`src/core/icr_pkg.sv`:
```
// Package of register map, fields, commands and timing for the control bank
package icr_pkg;
  // ----------------------------------------------------------------------
  // Register byte addresses (even = low byte, odd = high byte)
  // ----------------------------------------------------------------------
  localparam logic [5:0] ADDR_FLASH_WRITE_COUNT = 6'h00;
  localparam logic [5:0] ADDR_X_RATE_BIAS_TRIM = 6'h1A;
  localparam logic [5:0] ADDR_Y_RATE_BIAS_TRIM = 6'h1C;
  localparam logic [5:0] ADDR_Z_RATE_BIAS_TRIM = 6'h1E;
  localparam logic [5:0] ADDR_X_ACCEL_BIAS_TRIM = 6'h20;
  localparam logic [5:0] ADDR_Y_ACCEL_BIAS_TRIM = 6'h22;
  localparam logic [5:0] ADDR_Z_ACCEL_BIAS_TRIM = 6'h24;
  localparam logic [5:0] ADDR_ALARM_ONE_THRESHOLD = 6'h26;
  localparam logic [5:0] ADDR_ALARM_TWO_THRESHOLD = 6'h28;
  localparam logic [5:0] ADDR_ALARM_ONE_PERIOD = 6'h2A;
  localparam logic [5:0] ADDR_ALARM_TWO_PERIOD = 6'h2C;
  localparam logic [5:0] ADDR_ALARM_SETUP = 6'h2E;
  localparam logic [5:0] ADDR_AUX_OUTPUT_LEVEL = 6'h30;
  localparam logic [5:0] ADDR_AUX_DIGITAL_IO_SETUP = 6'h32;
  localparam logic [5:0] ADDR_MISC_SETUP = 6'h34;
  localparam logic [5:0] ADDR_SAMPLE_PERIOD_SETUP = 6'h36;
  localparam logic [5:0] ADDR_RANGE_AND_FILTER_SETUP = 6'h38;
  localparam logic [5:0] ADDR_SLEEP_SETUP = 6'h3A;
  localparam logic [5:0] ADDR_SYSTEM_CONDITION = 6'h3C;
  localparam logic [5:0] ADDR_GLOBAL_TRIGGER = 6'h3E;
  // ----------------------------------------------------------------------
  // Word slots: word index = byte address / 2
  // ----------------------------------------------------------------------
  localparam int NUM_WORDS = 32;
  localparam logic [4:0] IDX_FIRST_TRIM = 5'h0D;
  localparam logic [4:0] IDX_FIRST_ACCEL = 5'h10;
  localparam logic [4:0] IDX_LAST_TRIM = 5'h12;
  localparam logic [4:0] IDX_FIRST_NV = 5'h0D;
  localparam logic [4:0] IDX_LAST_NV = 5'h1C;
  // ----------------------------------------------------------------------
  // Field layouts and reset values
  // ----------------------------------------------------------------------
  localparam int RATE_TRIM_MSB = 12;
  localparam int ACCEL_TRIM_MSB = 11;
  localparam int MISC_RATE_COMP_BIT = 7;
  localparam int MISC_ORIGIN_ALIGN_BIT = 6;
  localparam logic [15:0] TRIM_RESET = 16'h0000;
  localparam logic [15:0] WORD_RESET = 16'h0000;
  localparam logic [15:0] MISC_NV_MASK = 16'h00FF;
  // Global trigger bits
  localparam int CMD_AUTO_NULL = 0;
  localparam int CMD_FACTORY_RESTORE = 1;
  localparam int CMD_DAC_LATCH = 2;
  localparam int CMD_FLASH_UPDATE = 3;
  localparam int CMD_PRECISION_NULL = 4;
  localparam int CMD_SOFT_RESET = 7;
  // ----------------------------------------------------------------------
  // Timing (50 MHz clock)
  // ----------------------------------------------------------------------
  localparam longint CLK_HZ = 64'd50000000;
  localparam longint FLASH_UPDATE_MS = 64'd100;
  localparam longint PRECISION_NULL_S = 64'd30;
  localparam longint FLASH_UPDATE_CYC = FLASH_UPDATE_MS * CLK_HZ / 64'd1000;
  localparam longint PRECISION_NULL_CYC = PRECISION_NULL_S * CLK_HZ;
  // ----------------------------------------------------------------------
  // Types
  // ----------------------------------------------------------------------
  typedef struct packed {
    logic wr;
    logic rd;
    logic [5:0] addr;
    logic [7:0] data;
  } icr_req_t;
  typedef struct packed {
    logic [12:0] x;
    logic [12:0] y;
    logic [12:0] z;
  } icr_rate_t;
  typedef struct packed {
    logic [11:0] x;
    logic [11:0] y;
    logic [11:0] z;
  } icr_accel_t;
  typedef enum logic [2:0] {
    ST_LOAD, ST_IDLE, ST_PNULL, ST_STORE_SETUP, ST_STORE
  } icr_state_t;
endpackage : icr_pkg

```
`src/core/icr_word_ram.sv`:
```
// Small word memory for the nonvolatile flash image
`timescale 1ns/1ps
module icr_word_ram #(
  parameter int DEPTH = 32,
  parameter int AW = 5
) (
  // Clock
  input wire logic clk,
  // Write port
  input wire logic we,
  input wire logic [AW-1:0] waddr,
  input wire logic [15:0] wdata,
  // Read port
  input wire logic [AW-1:0] raddr,
  output logic [15:0] rdata
);
  logic [15:0] mem [DEPTH];
  // Synchronous write and registered read
  always_ff @(posedge clk) begin
    if (we) begin
      mem[waddr] <= wdata;
    end
    rdata <= mem[raddr];
  end
endmodule : icr_word_ram

```
`src/core/icr_timer.sv`:
```
// Down counter that pulses when a loaded duration has run out
`timescale 1ns/1ps
module icr_timer #(
  parameter int W = 32
) (
  // Clock and reset
  input wire logic clk,
  input wire logic rst_n,
  // Control
  input wire logic start,
  input wire logic [W-1:0] count,
  // Status
  output logic busy,
  output logic done
);
  logic [W-1:0] cnt_ff;
  // Load on start, count down to one, pulse done at the end
  always_ff @(posedge clk or negedge rst_n) begin
    if (!rst_n) begin
      cnt_ff <= '0;
      busy <= 1'b0;
      done <= 1'b0;
    end else begin
      done <= 1'b0;
      if (start) begin
        cnt_ff <= count;
        busy <= 1'b1;
      end else if (busy) begin
        if (cnt_ff <= W'(1)) begin
          busy <= 1'b0;
          done <= 1'b1;
        end else begin
          cnt_ff <= cnt_ff - W'(1);
        end
      end
    end
  end
endmodule : icr_timer

```
`src/core/icr_bank.sv`:
```
// Control register bank with bias trims, calibration commands and flash image
`timescale 1ns/1ps
module icr_bank
  import icr_pkg::*;
#(
  parameter longint FLASH_CYC = icr_pkg::FLASH_UPDATE_CYC,
  parameter longint PNULL_CYC = icr_pkg::PRECISION_NULL_CYC
) (
  // Clock and reset
  input wire logic SYS_CLK,
  input wire logic RSTN,
  // Decoded serial frame, one cycle strobe
  input wire icr_pkg::icr_req_t REQ,
  output logic [15:0] RD_DATA,
  // Raw sensor outputs
  input wire icr_pkg::icr_rate_t RATE_RAW,
  input wire icr_pkg::icr_accel_t ACCEL_RAW,
  // Corrected sensor outputs
  output icr_pkg::icr_rate_t RATE_OUT,
  output icr_pkg::icr_accel_t ACCEL_OUT,
  // Feature controls
  output logic RATE_COMP_EN,
  output logic ORIGIN_ALIGN_EN,
  output logic FILTER_FLUSH,
  output logic DAC_LATCH,
  output logic SOFT_RESET,
  output logic CAL_BUSY,
  // Flash image interface
  output logic FLASH_BUSY,
  input wire logic [15:0] SYSTEM_CONDITION
);
  import icr_pkg::*;

  // ----------------------------------------------------------------------
  // Declarations
  // ----------------------------------------------------------------------
  icr_state_t state_ff;
  logic [15:0] regs_ff [NUM_WORDS];
  logic [15:0] wear_ff;
  logic [4:0] ptr_ff;
  logic rd_pend_ff;
  logic [4:0] rd_idx_ff;
  logic [15:0] img_rdata;
  logic img_we;
  logic [15:0] img_wdata;
  logic [4:0] img_raddr;
  logic cmd_wr;
  logic [7:0] cmd;
  logic do_null;
  logic do_restore;
  logic do_flash;
  logic start_pnull;
  logic fl_start;
  logic fl_busy;
  logic fl_done;
  logic pn_busy;
  logic pn_done;
  logic load_valid_ff;

  // Byte write of a word: odd address picks the high byte
  function automatic logic [15:0] put_byte(input logic [15:0] w,
                                           input logic hi,
                                           input logic [7:0] b);
    put_byte = hi ? {b, w[7:0]} : {w[15:8], b};
  endfunction : put_byte

  // Mask applied to the stored image of a word
  function automatic logic [15:0] nv_mask(input logic [4:0] idx);
    if (idx == ADDR_MISC_SETUP[5:1]) begin
      nv_mask = MISC_NV_MASK;
    end else if (idx == ADDR_AUX_OUTPUT_LEVEL[5:1]
                 || idx == ADDR_AUX_DIGITAL_IO_SETUP[5:1]
                 || idx == ADDR_SLEEP_SETUP[5:1]) begin
      nv_mask = 16'h0000;
    end else begin
      nv_mask = 16'hFFFF;
    end
  endfunction : nv_mask

  // Mask of writable bits of a word
  function automatic logic [15:0] wr_mask(input logic [4:0] idx);
    if (idx >= IDX_FIRST_TRIM && idx < IDX_FIRST_ACCEL) begin
      wr_mask = 16'h1FFF;
    end else if (idx >= IDX_FIRST_ACCEL && idx <= IDX_LAST_TRIM) begin
      wr_mask = 16'h0FFF;
    end else if (idx >= IDX_FIRST_TRIM && idx < ADDR_SYSTEM_CONDITION[5:1])
    begin
      wr_mask = 16'hFFFF;
    end else begin
      wr_mask = 16'h0000;
    end
  endfunction : wr_mask

  // ----------------------------------------------------------------------
  // Command decode
  // ----------------------------------------------------------------------
  // Command byte acts only as a trigger and is never stored
  assign cmd_wr = REQ.wr && (REQ.addr == ADDR_GLOBAL_TRIGGER);
  assign cmd = cmd_wr ? REQ.data : 8'h00;
  assign do_null = cmd[CMD_AUTO_NULL] && state_ff == ST_IDLE;
  assign do_restore = cmd[CMD_FACTORY_RESTORE] && state_ff == ST_IDLE;
  assign do_flash = cmd[CMD_FLASH_UPDATE] && state_ff == ST_IDLE;
  assign start_pnull = cmd[CMD_PRECISION_NULL] && state_ff == ST_IDLE;
  // Flash store follows explicit update and every calibration command
  assign fl_start = do_flash || do_null || do_restore || pn_done;

  // ----------------------------------------------------------------------
  // Timers
  // ----------------------------------------------------------------------
  icr_timer #(.W(32)) u_flash_tmr (
    .clk(SYS_CLK),
    .rst_n(RSTN),
    .start(fl_start),
    .count(32'(FLASH_CYC)),
    .busy(fl_busy),
    .done(fl_done)
  );

  // Precision null runs to completion; only reset can stop it
  icr_timer #(.W(32)) u_pnull_tmr (
    .clk(SYS_CLK),
    .rst_n(RSTN),
    .start(start_pnull),
    .count(32'(PNULL_CYC)),
    .busy(pn_busy),
    .done(pn_done)
  );

  // ----------------------------------------------------------------------
  // Flash image memory
  // ----------------------------------------------------------------------
  // Image written word by word during store; read during start-up load
  assign img_we = state_ff == ST_STORE;
  assign img_wdata = regs_ff[ptr_ff] & nv_mask(ptr_ff);
  assign img_raddr = ptr_ff;

  icr_word_ram #(.DEPTH(NUM_WORDS), .AW(5)) u_image (
    .clk(SYS_CLK),
    .we(img_we),
    .waddr(ptr_ff),
    .wdata(img_wdata),
    .raddr(img_raddr),
    .rdata(img_rdata)
  );

  // ----------------------------------------------------------------------
  // Sequencer
  // ----------------------------------------------------------------------
  // Start-up load, idle, precision null and store walk
  always_ff @(posedge SYS_CLK or negedge RSTN) begin
    if (!RSTN) begin
      state_ff <= ST_LOAD;
      ptr_ff <= IDX_FIRST_NV;
      load_valid_ff <= 1'b0;
    end else begin
      unique case (state_ff)
        ST_LOAD: begin
          load_valid_ff <= 1'b1;
          if (load_valid_ff) begin
            // Read data trails the pointer, so stop one word later
            if (ptr_ff == IDX_LAST_NV + 5'h01) begin
              state_ff <= ST_IDLE;
            end
            ptr_ff <= ptr_ff + 5'h01;
          end
        end
        ST_IDLE: begin
          ptr_ff <= IDX_FIRST_NV;
          if (start_pnull) begin
            state_ff <= ST_PNULL;
          end else if (fl_start) begin
            state_ff <= ST_STORE_SETUP;
          end
        end
        ST_PNULL: begin
          if (pn_done) begin
            state_ff <= ST_STORE_SETUP;
          end
        end
        ST_STORE_SETUP: begin
          state_ff <= ST_STORE;
        end
        ST_STORE: begin
          if (ptr_ff == IDX_LAST_NV) begin
            state_ff <= ST_IDLE;
          end
          ptr_ff <= ptr_ff + 5'h01;
        end
      endcase
    end
  end

  // ----------------------------------------------------------------------
  // Register file
  // ----------------------------------------------------------------------
  // Host byte writes, start-up load and calibration loads
  always_ff @(posedge SYS_CLK or negedge RSTN) begin
    if (!RSTN) begin
      for (int i = 0; i < NUM_WORDS; i++) begin
        regs_ff[i] <= WORD_RESET;
      end
    end else begin
      if (state_ff == ST_LOAD && load_valid_ff
          && ptr_ff != IDX_FIRST_NV) begin
        // Image reaches RAM copy at start-up, one word behind the pointer
        regs_ff[ptr_ff - 5'h01] <= img_rdata;
      end
      if (REQ.wr && state_ff != ST_LOAD) begin
        // One frame changes at most one byte of the RAM copy
        regs_ff[REQ.addr[5:1]] <= put_byte(regs_ff[REQ.addr[5:1]],
          REQ.addr[0], REQ.data) & wr_mask(REQ.addr[5:1]);
      end
      if (do_null || pn_done) begin
        // Trim loaded with negated raw output to null it
        regs_ff[ADDR_X_RATE_BIAS_TRIM[5:1]] <= {3'h0, -RATE_RAW.x};
        regs_ff[ADDR_Y_RATE_BIAS_TRIM[5:1]] <= {3'h0, -RATE_RAW.y};
        regs_ff[ADDR_Z_RATE_BIAS_TRIM[5:1]] <= {3'h0, -RATE_RAW.z};
      end
      if (do_restore) begin
        for (int i = IDX_FIRST_TRIM; i <= IDX_LAST_TRIM; i++) begin
          regs_ff[i] <= TRIM_RESET;
        end
      end
    end
  end

  // Flash write counter bumps on each completed store
  always_ff @(posedge SYS_CLK or negedge RSTN) begin
    if (!RSTN) begin
      wear_ff <= WORD_RESET;
    end else if (fl_done) begin
      wear_ff <= wear_ff + 16'h0001;
    end
  end

  // ----------------------------------------------------------------------
  // Read path
  // ----------------------------------------------------------------------
  // Either address of a word returns all 16 bits one cycle after the read strobe
  always_ff @(posedge SYS_CLK or negedge RSTN) begin
    if (!RSTN) begin
      RD_DATA <= WORD_RESET;
    end else if (REQ.rd) begin
      if (REQ.addr[5:1] == ADDR_FLASH_WRITE_COUNT[5:1]) begin
        RD_DATA <= wear_ff;
      end else if (REQ.addr[5:1] == ADDR_SYSTEM_CONDITION[5:1]) begin
        RD_DATA <= SYSTEM_CONDITION;
      end else if (REQ.addr[5:1] == ADDR_GLOBAL_TRIGGER[5:1]) begin
        RD_DATA <= WORD_RESET;
      end else begin
        RD_DATA <= regs_ff[REQ.addr[5:1]];
      end
    end
  end

  // ----------------------------------------------------------------------
  // Sensor correction and feature outputs
  // ----------------------------------------------------------------------
  // Trims summed into each sensor path
  always_ff @(posedge SYS_CLK or negedge RSTN) begin
    if (!RSTN) begin
      RATE_OUT <= '0;
      ACCEL_OUT <= '0;
    end else begin
      RATE_OUT.x <= RATE_RAW.x + regs_ff[ADDR_X_RATE_BIAS_TRIM[5:1]][12:0];
      RATE_OUT.y <= RATE_RAW.y + regs_ff[ADDR_Y_RATE_BIAS_TRIM[5:1]][12:0];
      RATE_OUT.z <= RATE_RAW.z + regs_ff[ADDR_Z_RATE_BIAS_TRIM[5:1]][12:0];
      ACCEL_OUT.x <= ACCEL_RAW.x + regs_ff[ADDR_X_ACCEL_BIAS_TRIM[5:1]][11:0];
      ACCEL_OUT.y <= ACCEL_RAW.y + regs_ff[ADDR_Y_ACCEL_BIAS_TRIM[5:1]][11:0];
      ACCEL_OUT.z <= ACCEL_RAW.z + regs_ff[ADDR_Z_ACCEL_BIAS_TRIM[5:1]][11:0];
    end
  end

  // One-shot command pulses
  always_ff @(posedge SYS_CLK or negedge RSTN) begin
    if (!RSTN) begin
      FILTER_FLUSH <= 1'b0;
      DAC_LATCH <= 1'b0;
      SOFT_RESET <= 1'b0;
    end else begin
      FILTER_FLUSH <= do_restore;
      DAC_LATCH <= cmd[CMD_DAC_LATCH];
      SOFT_RESET <= cmd[CMD_SOFT_RESET];
    end
  end

  // Feature enables come straight from their register bits
  assign RATE_COMP_EN =
    regs_ff[ADDR_MISC_SETUP[5:1]][MISC_RATE_COMP_BIT];
  assign ORIGIN_ALIGN_EN =
    regs_ff[ADDR_MISC_SETUP[5:1]][MISC_ORIGIN_ALIGN_BIT];
  assign CAL_BUSY = pn_busy;
  assign FLASH_BUSY = fl_busy || state_ff == ST_STORE;

  // ----------------------------------------------------------------------
  // Checks
  // ----------------------------------------------------------------------
  a_restore_clears: assert property (@(posedge SYS_CLK)
    disable iff (!RSTN) do_restore
    |=> regs_ff[IDX_FIRST_TRIM] == TRIM_RESET)
    else $error("trim not cleared by restore");
  a_flush_follows: assert property (@(posedge SYS_CLK)
    disable iff (!RSTN) do_restore |=> FILTER_FLUSH)
    else $error("filter flush missing");
  a_flash_after_null: assert property (@(posedge SYS_CLK)
    disable iff (!RSTN) do_null |=> fl_busy)
    else $error("no flash store after null");
  a_pnull_holds: assert property (@(posedge SYS_CLK)
    disable iff (!RSTN) start_pnull |=> pn_busy [*8])
    else $error("precision null ended early");
  a_rate_comp_bit: assert property (@(posedge SYS_CLK)
    disable iff (!RSTN)
    REQ.wr && REQ.addr == ADDR_MISC_SETUP && state_ff != ST_LOAD
    |=> RATE_COMP_EN == $past(REQ.data[MISC_RATE_COMP_BIT]))
    else $error("rate comp bit not applied");
  a_align_bit: assert property (@(posedge SYS_CLK)
    disable iff (!RSTN)
    REQ.wr && REQ.addr == ADDR_MISC_SETUP && state_ff != ST_LOAD
    |=> ORIGIN_ALIGN_EN == $past(REQ.data[MISC_ORIGIN_ALIGN_BIT]))
    else $error("origin align bit not applied");
  a_wear_counts: assert property (@(posedge SYS_CLK)
    disable iff (!RSTN) fl_done |=> wear_ff == $past(wear_ff) + 16'h0001)
    else $error("flash counter did not advance");
  a_cmd_reads_zero: assert property (@(posedge SYS_CLK)
    disable iff (!RSTN) REQ.rd && REQ.addr[5:1] == ADDR_GLOBAL_TRIGGER[5:1]
    |=> RD_DATA == WORD_RESET)
    else $error("command register not write-only");
  a_misc_image: assert property (@(posedge SYS_CLK)
    disable iff (!RSTN) img_we && ptr_ff == ADDR_MISC_SETUP[5:1]
    |-> img_wdata[15:8] == 8'h00)
    else $error("misc high byte stored");
  a_rate_trim_width: assert property (@(posedge SYS_CLK)
    disable iff (!RSTN) regs_ff[ADDR_X_RATE_BIAS_TRIM[5:1]][15:13] == 3'h0)
    else $error("rate trim upper bits set");
endmodule : icr_bank

```
`config.mk`:
```
export PLATFORM = sky130hd
export DESIGN_NAME = icr_bank
export DESIGN_NICKNAME = d
export VERILOG_FILES = /design/src/core/icr_pkg.sv /design/src/core/icr_word_ram.sv /design/src/core/icr_timer.sv /design/src/core/icr_bank.sv
export SDC_FILE = /design/constraint.sdc
export NUM_CORES = 2
export LEC_CHECK = 0
export ABC_AREA = 1
export BUFFER_PORTS_ARGS = -buffer_cell sky130_fd_sc_hd__buf_2
export CAP_MARGIN = 5
export CORE_ASPECT_RATIO = 1.75
export CORE_MARGIN = 4
export CORE_UTILIZATION = 25
export DETAILED_ROUTE_END_ITERATION = 10
export GPL_ROUTABILITY_DRIVEN = 0
export PLACE_DENSITY_LB_ADDON = 0.25
export SYNTH_ARGS = -nofsm -noshare
export SYNTH_HDL_FRONTEND = slang
export SYNTH_SLANG_ARGS = --single-unit
```
`constraint.sdc`:
```
create_clock -name SYS_CLK -period 5.4 [get_ports SYS_CLK]
set_input_delay 0.81 -clock SYS_CLK [delete_from_list [all_inputs] [get_ports SYS_CLK]]
set_output_delay 0.81 -clock SYS_CLK [all_outputs]
set_load 0.02 [all_outputs]
```
* Word-level counts from Yosys, hierarchy flattened
Memories as Yosys holds them, arrays and structs flattened. A register that Yosys moved wholly into a read port is not among the register bits. Index checks and enable logic that the tools add are counted.
Word-level totals: bits in latches 0, RAM bits 512, memory bits (read-only) 0, input port bits 109, output and inout bits 98, word-level logic and storage cells 190, bits in registers 699, memories kept 1
Memory list:
- u_image.mem | words 32, width 16, read ports 1, clocked after memory_dff 1, write ports 1, RTL line icr_word_ram.sv:17 | logic [15:0] mem [DEPTH];
Operators by class: div/mod/pow operators 0, bitwise operators 5, mux-type cells 56, shift operators 0, reduce and logical (&&, ||, !) cells 30, eq/ne operators 20, multipliers 0, add/subtract/negate cells 14, magnitude comparators 12
Operators by type and width (count):
- $bwmux 512 | 2
- $mux 512 | 2
- $mux 16 | 16
- $mux 32 | 6
- $bmux 16 s5 | 2
- $demux 16 s5 | 2
- $mux 96 | 1
- $le 32x1->1 const B | 2
- $sub 32x1->32 const B | 2
- $mux 48 | 1
- $add 13x13->13 | 3
- $neg 13->13 | 3
- $add 12x12->12 | 3
- $eq 5x5->1 const B | 7
- $and 16x16->16 | 2
- $ge 6x6->1 const B | 3
- $mux 3 | 6
- $not 5->6 | 3
- $add 16x1->16 const B | 1
- $pmux 3 s5 | 1
- $pmux 5 s3 | 1
- $mux 1 | 14
- $logic_and 1x1->1 | 13
- $lt 6x1->1 const B | 2
- other kinds (23) | 39

* Longest topological paths before layout
word-level depth 12, gate-level depth with buffers 18, depth with buffers taken out 14

* Cells and area by module
A second synthesis with hierarchy kept.
Unflattened totals: cell total of the unflattened synthesis 8746, area total of the unflattened synthesis 68346.8 µm²
Modules (own cells, without submodules):
- icr_bank | times used 1, cells an instance 6034, sequential area each 15793.9 µm², area an instance 41237.0 µm²
- icr_word_ram | times used 1, cells an instance 1794, sequential area each 15695.1 µm², area an instance 21301.7 µm²
- icr_timer | times used 2, cells an instance 459, sequential area each 850.8 µm², area an instance 2904.0 µm²

* Least setup slack after synthesis
OpenSTA, ideal clock, no wires.
path kind reg2reg, from reg ptr_ff[0] (netlist: img_raddr[0]), to mem u_image.mem[0][12], data pin, buffers on the path 4, slack 1.413 ns, setup time 0.461 ns, period minus slack after synthesis 3.987 ns, cell stages (with the launch flop) 13, data required time 4.939 ns, arrival 3.526 ns, cell sequence dfstp_2 > buf_2 > inv_2 > clkbuf_1 > clkbuf_1 > clkbuf_1 > ha_1 > nand2_1 > o21ai_0 > inv_1 > nand2_1 > a21oi_1 > nor3b_1
Between the ends: cells in the longest elaborated chain, start to end 6, elaborated cells between the ends (all ways) 13, those cells by class 4 x eq/ne; 5 x mux; 2 x bitwise; 2 x reduce/logical
Ends and longest elaborated chain:
- start: declaration | RTL line icr_bank.sv:40 | logic [4:0] ptr_ff;
- start signal: assignment | RTL line icr_bank.sv:164 | ptr_ff <= ptr_ff + 5'h01;
- start signal: assignment | RTL line icr_bank.sv:187 | ptr_ff <= ptr_ff + 5'h01;
- parallel branches: the longest is 5 deep, another holds $bmux 16 s5
- $and 16x16->16 * | RTL line icr_bank.sv:134 | assign img_wdata = regs_ff[ptr_ff] & nv_mask(ptr_ff);
- named net img_wdata[12] | RTL line icr_bank.sv:45 | logic [15:0] img_wdata;
- end: declaration | RTL line icr_word_ram.sv:17
Mark *: on every way through the listed nets, which the timed path passes. The select of a mux whose other input is x is not followed.

* Worst setup path in the final report
from reg ptr_ff[0] (netlist: img_raddr[0]), to mem u_image.mem[22][8], data pin
The elaborated chain is that of the path after synthesis.

==> impl_metrics.prom <==
# TYPE chip_impl_metric gauge
chip_impl_metric{name="tightest_slew",unit="ps"} 1404
chip_impl_info{name="synthFlopType",value="sky130_fd_sc_hd__dfrtp_1"} 1
chip_impl_metric{name="slew-limit-headroom",unit="%"} 5.385
chip_impl_metric{name="share_of_the_synthesized_area_in_compound_gates_ao_oa_aoi_oai",unit="%"} 18.94
chip_impl_metric{name="ant_nets",unit=""} 0
chip_impl_metric{name="die_x_extent",unit="microns"} 395.0
chip_impl_metric{name="cts_post_setup_buffers_inserted",unit=""} 0
chip_impl_metric{name="critical_path_required",unit="ps"} 5940
chip_impl_metric{name="power_leakage",unit="nW"} 31.75
chip_impl_metric{name="rows",unit=""} 248
chip_impl_metric{name="power_density",unit="mW/mm^2"} 630.3
chip_impl_metric{name="design.final.nets",unit=""} 8269
chip_impl_metric{name="dieHeight",unit="microns"} 685.3
chip_impl_metric{name="crit_fanout",unit=""} 123
chip_impl_metric{name="global_route.usage.total",unit="%"} 23.67
chip_impl_info{name="run_status",value="finished, violations left"} 1
chip_impl_metric{name="avgRoutedWirePerCell",unit="microns"} 28.25
chip_impl_metric{name="clk-insertion-delay-late",unit="ps"} 830
chip_impl_metric{name="synth_enable_flop_cells",unit=""} 512
chip_impl_metric{name="synth.yosys.seq_area_share",unit="%"} 50.65
chip_impl_metric{name="setup_viol",unit=""} 0
chip_impl_info{name="setup_repair_after_global_routing_missed_its_margin",value="no"} 1
chip_impl_metric{name="tritoncts.num_buffers",unit=""} 118
chip_impl_metric{name="finalCritPeriodShare",unit="%"} 90.27
chip_impl_metric{name="synth.cell_area",unit="sq mm"} 0.06553
chip_impl_info{name="cts.root.buffer_cell",value="sky130_fd_sc_hd__clkbuf_16"} 1
chip_impl_metric{name="placeable_core_region",unit="sq mm"} 0.2610
chip_impl_metric{name="max_fclk",unit="MHz"} 205.1
chip_impl_metric{name="cts_num_sinks",unit=""} 1227
chip_impl_metric{name="post-route-cell-area",unit="sq mm"} 0.07554
chip_impl_metric{name="timing_hold_violations_final",unit=""} 1
chip_impl_metric{name="synth.net_count",unit=""} 8193
chip_impl_metric{name="drtPass1Iterations",unit=""} 10
chip_impl_metric{name="synth_simple_gate_area_share",unit="%"} 19.60
chip_impl_metric{name="post_synthesis_to_final_layout_area_growth",unit="%"} 15.26
chip_impl_metric{name="worst_r2r_path_depth",unit=""} 8
chip_impl_metric{name="worst_vdd_rail_ir_drop",unit="mV"} 0.5077
chip_impl_metric{name="placement.cell_area",unit="sq mm"} 0.07114
chip_impl_metric{name="synthDistinctLibCells",unit=""} 59
chip_impl_metric{name="layout_min_cycle_time",unit="ps"} 4875
chip_impl_info{name="r2r_end",value="u_image.mem[22][8]$_DFFE_PP_"} 1
chip_impl_metric{name="die_area",unit="sq mm"} 0.2707
chip_impl_info{name="type_of_origin_of_the_critical_path",value="flip-flop"} 1
chip_impl_metric{name="ys_async_sr_fraction",unit="%"} 56.97
chip_impl_metric{name="timing.max_cap.violations",unit=""} 0
chip_impl_info{name="timing_worst_setup_path_type",value="flip-flop to flip-flop"} 1
chip_impl_metric{name="wire_length_of_the_first_global_routing_pass",unit="microns"} 461300
chip_impl_info{name="cts_tree",value="done"} 1
chip_impl_metric{name="totalWireLength",unit="microns"} 330700
chip_impl_metric{name="layout-drive-gt1-share",unit="%"} 10.32
chip_impl_metric{name="cts.repair.resized",unit=""} 0
chip_impl_metric{name="syn-instance-count",unit=""} 7995
chip_impl_metric{name="post_synth.cell_area_avg",unit="sq um"} 8.197
chip_impl_metric{name="initialDrtViolationCount",unit=""} 7361
chip_impl_metric{name="detailroute.via_count",unit=""} 62340
chip_impl_metric{name="holdWs",unit="ps"} -9.667
chip_impl_info{name="synth_top_family_by_area",value="simple AND/OR/NAND/NOR gates"} 1
chip_impl_metric{name="clk_pin_slew",unit="ps"} 70
chip_impl_metric{name="vias_in_the_first_global_route",unit=""} 59710
chip_impl_metric{name="yosys.area_share.adder",unit="%"} 1.768
chip_impl_metric{name="initial_utilization",unit="%"} 25.11
chip_impl_metric{name="fin_setup_tns",unit="ps"} 0
chip_impl_metric{name="io_buffers",unit=""} 206
chip_impl_metric{name="number_of_antenna_violations_at_the_first_check_in_global_routing",unit=""} 40
chip_impl_metric{name="postSynthRegisterBits",unit=""} 1227
chip_impl_metric{name="detailed_place_hpwl",unit="microns"} 227300
chip_impl_metric{name="grt_overflow_total",unit=""} 0
chip_impl_metric{name="report.final.slew_viol_count",unit=""} 0
chip_impl_metric{name="arrival",unit="ps"} 5410
chip_impl_metric{name="regToRegSetupSlack",unit="ps"} 530
chip_impl_metric{name="ctsHoldBuffers",unit=""} 0
chip_impl_metric{name="ioPinCount",unit=""} 207
chip_impl_metric{name="remaining_drc_errors",unit=""} 0
chip_impl_metric{name="max-clock-path-buffers",unit=""} 3
chip_impl_metric{name="timing.clock.skew",unit="ps"} 83.20
chip_impl_metric{name="cts-htree-levels",unit=""} 3
chip_impl_info{name="worst_hold_path_type",value="primary input to asynchronous set/reset pin"} 1
chip_impl_metric{name="yosys-mux-area-fraction",unit="%"} 0
chip_impl_metric{name="filler_cell_count",unit=""} 27940
chip_impl_info{name="violations_in_the_final_reports",value="negative hold slack"} 1
chip_impl_metric{name="synthXorXnorAreaFrac",unit="%"} 1.926
chip_impl_info{name="worst_setup_path_end_kind",value="flip-flop"} 1
chip_impl_metric{name="drt-vias-per-instance",unit=""} 5.327
chip_impl_metric{name="largest_net_degree_at_the_start_of_global_routing",unit=""} 164
chip_impl_metric{name="ys_warn_count",unit=""} 0
chip_impl_info{name="worstReg2RegStart",value="img_raddr[0]$_DFFE_PN1P_"} 1
-- kinds of logic (layout without fill, tap and decap cells) --
family	after synthesis	count (layout)
buf+inv	1151	1333
flops	1227	1227
xor+xnor	139	139
compound gates	2222	2222
simple gates	3167	3167
other cells	0	26
fa+ha+maj	89	89
-- stage by stage --
stage               util (%)  power (W)  hold WS [ps]  setup slack [ps]  std cells
global route           28.92    0.04960         26.84             411.7      11680
floorplan                  -    0.02737         439.7              1413       7995
finish                 28.95    0.04761        -9.667             525.3      11700
CTS                    28.91    0.04698         49.73              1202      11670
detailed placement     27.26    0.03753         460.4             869.1      11450
global placement       27.26    0.03725         456.2             838.2      11450
-- metal layers --
metal  track usage, %  up-vias  wire length [microns]
li1                 -    27160                      -
met1            24.55    30320                 110000
met2            38.61     3580                 155100
met3            6.168     1263                  27520
met4            22.68       20                  37950
met5                0        -                    120
-- cell usage in the layout (no fill, tap or decap), types with 13 or more instances in the layout --
| master | count |
|---|---|
| sky130_fd_sc_hd__nand2_1 | 1785 |
| sky130_fd_sc_hd__o21ai_0 | 958 |
| sky130_fd_sc_hd__nor2_1 | 926 |
| sky130_fd_sc_hd__dfrtp_1 | 695 |
| sky130_fd_sc_hd__a21oi_1 | 666 |
| sky130_fd_sc_hd__inv_1 | 595 |
| sky130_fd_sc_hd__edfxtp_1 | 512 |
| sky130_fd_sc_hd__buf_4 | 240 |
| sky130_fd_sc_hd__nand3_1 | 213 |
| sky130_fd_sc_hd__buf_2 | 203 |
| sky130_fd_sc_hd__o22ai_1 | 180 |
| sky130_fd_sc_hd__a211oi_1 | 139 |
| sky130_fd_sc_hd__clkbuf_16 | 120 |
| sky130_fd_sc_hd__xor2_1 | 103 |
| sky130_fd_sc_hd__ha_1 | 83 |
| sky130_fd_sc_hd__nand4_1 | 82 |
| sky130_fd_sc_hd__a22oi_1 | 49 |
| sky130_fd_sc_hd__nor2_2 | 41 |
| sky130_fd_sc_hd__o21ai_1 | 38 |
| sky130_fd_sc_hd__nor3_1 | 35 |
| sky130_fd_sc_hd__inv_2 | 35 |
| sky130_fd_sc_hd__xnor2_1 | 33 |
| sky130_fd_sc_hd__a22o_1 | 33 |
| sky130_fd_sc_hd__diode_2 | 26 |
| sky130_fd_sc_hd__nor2_4 | 24 |
| sky130_fd_sc_hd__o31ai_1 | 23 |
| sky130_fd_sc_hd__a31oi_1 | 22 |
| sky130_fd_sc_hd__o2111ai_1 | 22 |
| sky130_fd_sc_hd__clkbuf_1 | 21 |
| sky130_fd_sc_hd__buf_12 | 21 |
| sky130_fd_sc_hd__o211ai_1 | 20 |
| sky130_fd_sc_hd__clkinv_2 | 19 |
| sky130_fd_sc_hd__bufinv_16 | 18 |
| sky130_fd_sc_hd__nor3_2 | 17 |
| sky130_fd_sc_hd__clkbuf_8 | 17 |
| sky130_fd_sc_hd__nand2_2 | 16 |
| sky130_fd_sc_hd__dfxtp_1 | 16 |
| sky130_fd_sc_hd__o21bai_1 | 13 |
-- synthesized netlist by cell type, drive strengths merged (23+ instances only) --
cell type	number	area [sq um]
clkbuf	295	1107
nand4	82	513.0
inv	634	2380
a21oi	674	3407
edfxtp	512	15370
o22ai	180	1126
a22o	33	289.0
nand3	221	1176
nor3	53	270.3
o21ai	996	4985
o31ai	23	172.7
xnor2	34	316.6
nand2	1804	6829
a31oi	23	143.9
nor2	993	3963
a211oi	143	1094
dfrtp	696	17420
buf	218	1161
xor2	105	945.9
a22oi	50	380.4
ha	83	1039
-- worst max-delay path, cell delays in order, from the launching register on --
cell and delay, ps:
sky130_fd_sc_hd__dfstp_4 760, sky130_fd_sc_hd__buf_12 460, sky130_fd_sc_hd__a21oi_1 130, sky130_fd_sc_hd__o21ai_0 100, sky130_fd_sc_hd__o21ai_0 350, sky130_fd_sc_hd__nand2_1 610
sky130_fd_sc_hd__nand4_1 1010, sky130_fd_sc_hd__nor2_2 530, sky130_fd_sc_hd__buf_4 450
-- worst max-delay path by stage --
stage,start,endpoint,cells past startpoint,slack [ps]
2_1_floorplan,img_raddr[0]$_DFFE_PN1P_,u_image.mem[0][12]$_DFFE_PP_,12,1410
3_3_place_gp,REQ[9],regs_ff[261]$_DFF_PN0_,15,840
3_5_place_dp,REQ[9],regs_ff[261]$_DFF_PN0_,15,870
4_1_cts,img_raddr[1]$_DFFE_PN0P_,u_image.mem[26][8]$_DFFE_PP_,10,1200
5_1_grt,img_raddr[1]$_DFFE_PN0P_,u_image.mem[22][8]$_DFFE_PP_,10,410
6_report,img_raddr[0]$_DFFE_PN1P_,u_image.mem[22][8]$_DFFE_PP_,8,530
-- cell type report --
cell class | count | area (sq um) | share of cell area, %
Antenna cell | 26 | 65.06 | 0.08613
Clock buffer | 161 | 3338 | 4.419
Clock inverter | 65 | 953.4 | 1.262
Inverter | 638 | 2412 | 3.194
Multi-Input combinational cell | 5617 | 27900 | 36.93
Sequential cell | 1227 | 33200 | 43.95
Tap cell | 3500 | 4379 | 5.797
Timing Repair Buffer | 469 | 3294 | 4.361
-- flip-flops by register name, indices dropped and copies added, names as in the netlist, 3 cells and up --
signal              flops
u_image.mem           512
ACCEL_OUT              36
u_image.rdata          16
img_raddr               5
RATE_OUT               39
state_ff                3
u_flash_tmr.cnt_ff     32
u_pnull_tmr.cnt_ff     32
RD_DATA                16
regs_ff               510
wear_ff                16
-- where the power goes --
group / internal (W) / total, W / switching (W)
Clock: 0.00524 / 0.00940 / 0.00416
Combinational: 0.00559 / 0.0220 / 0.0164
Sequential: 0.0140 / 0.0162 / 0.00226
Power figures use the tool's default switching activity.
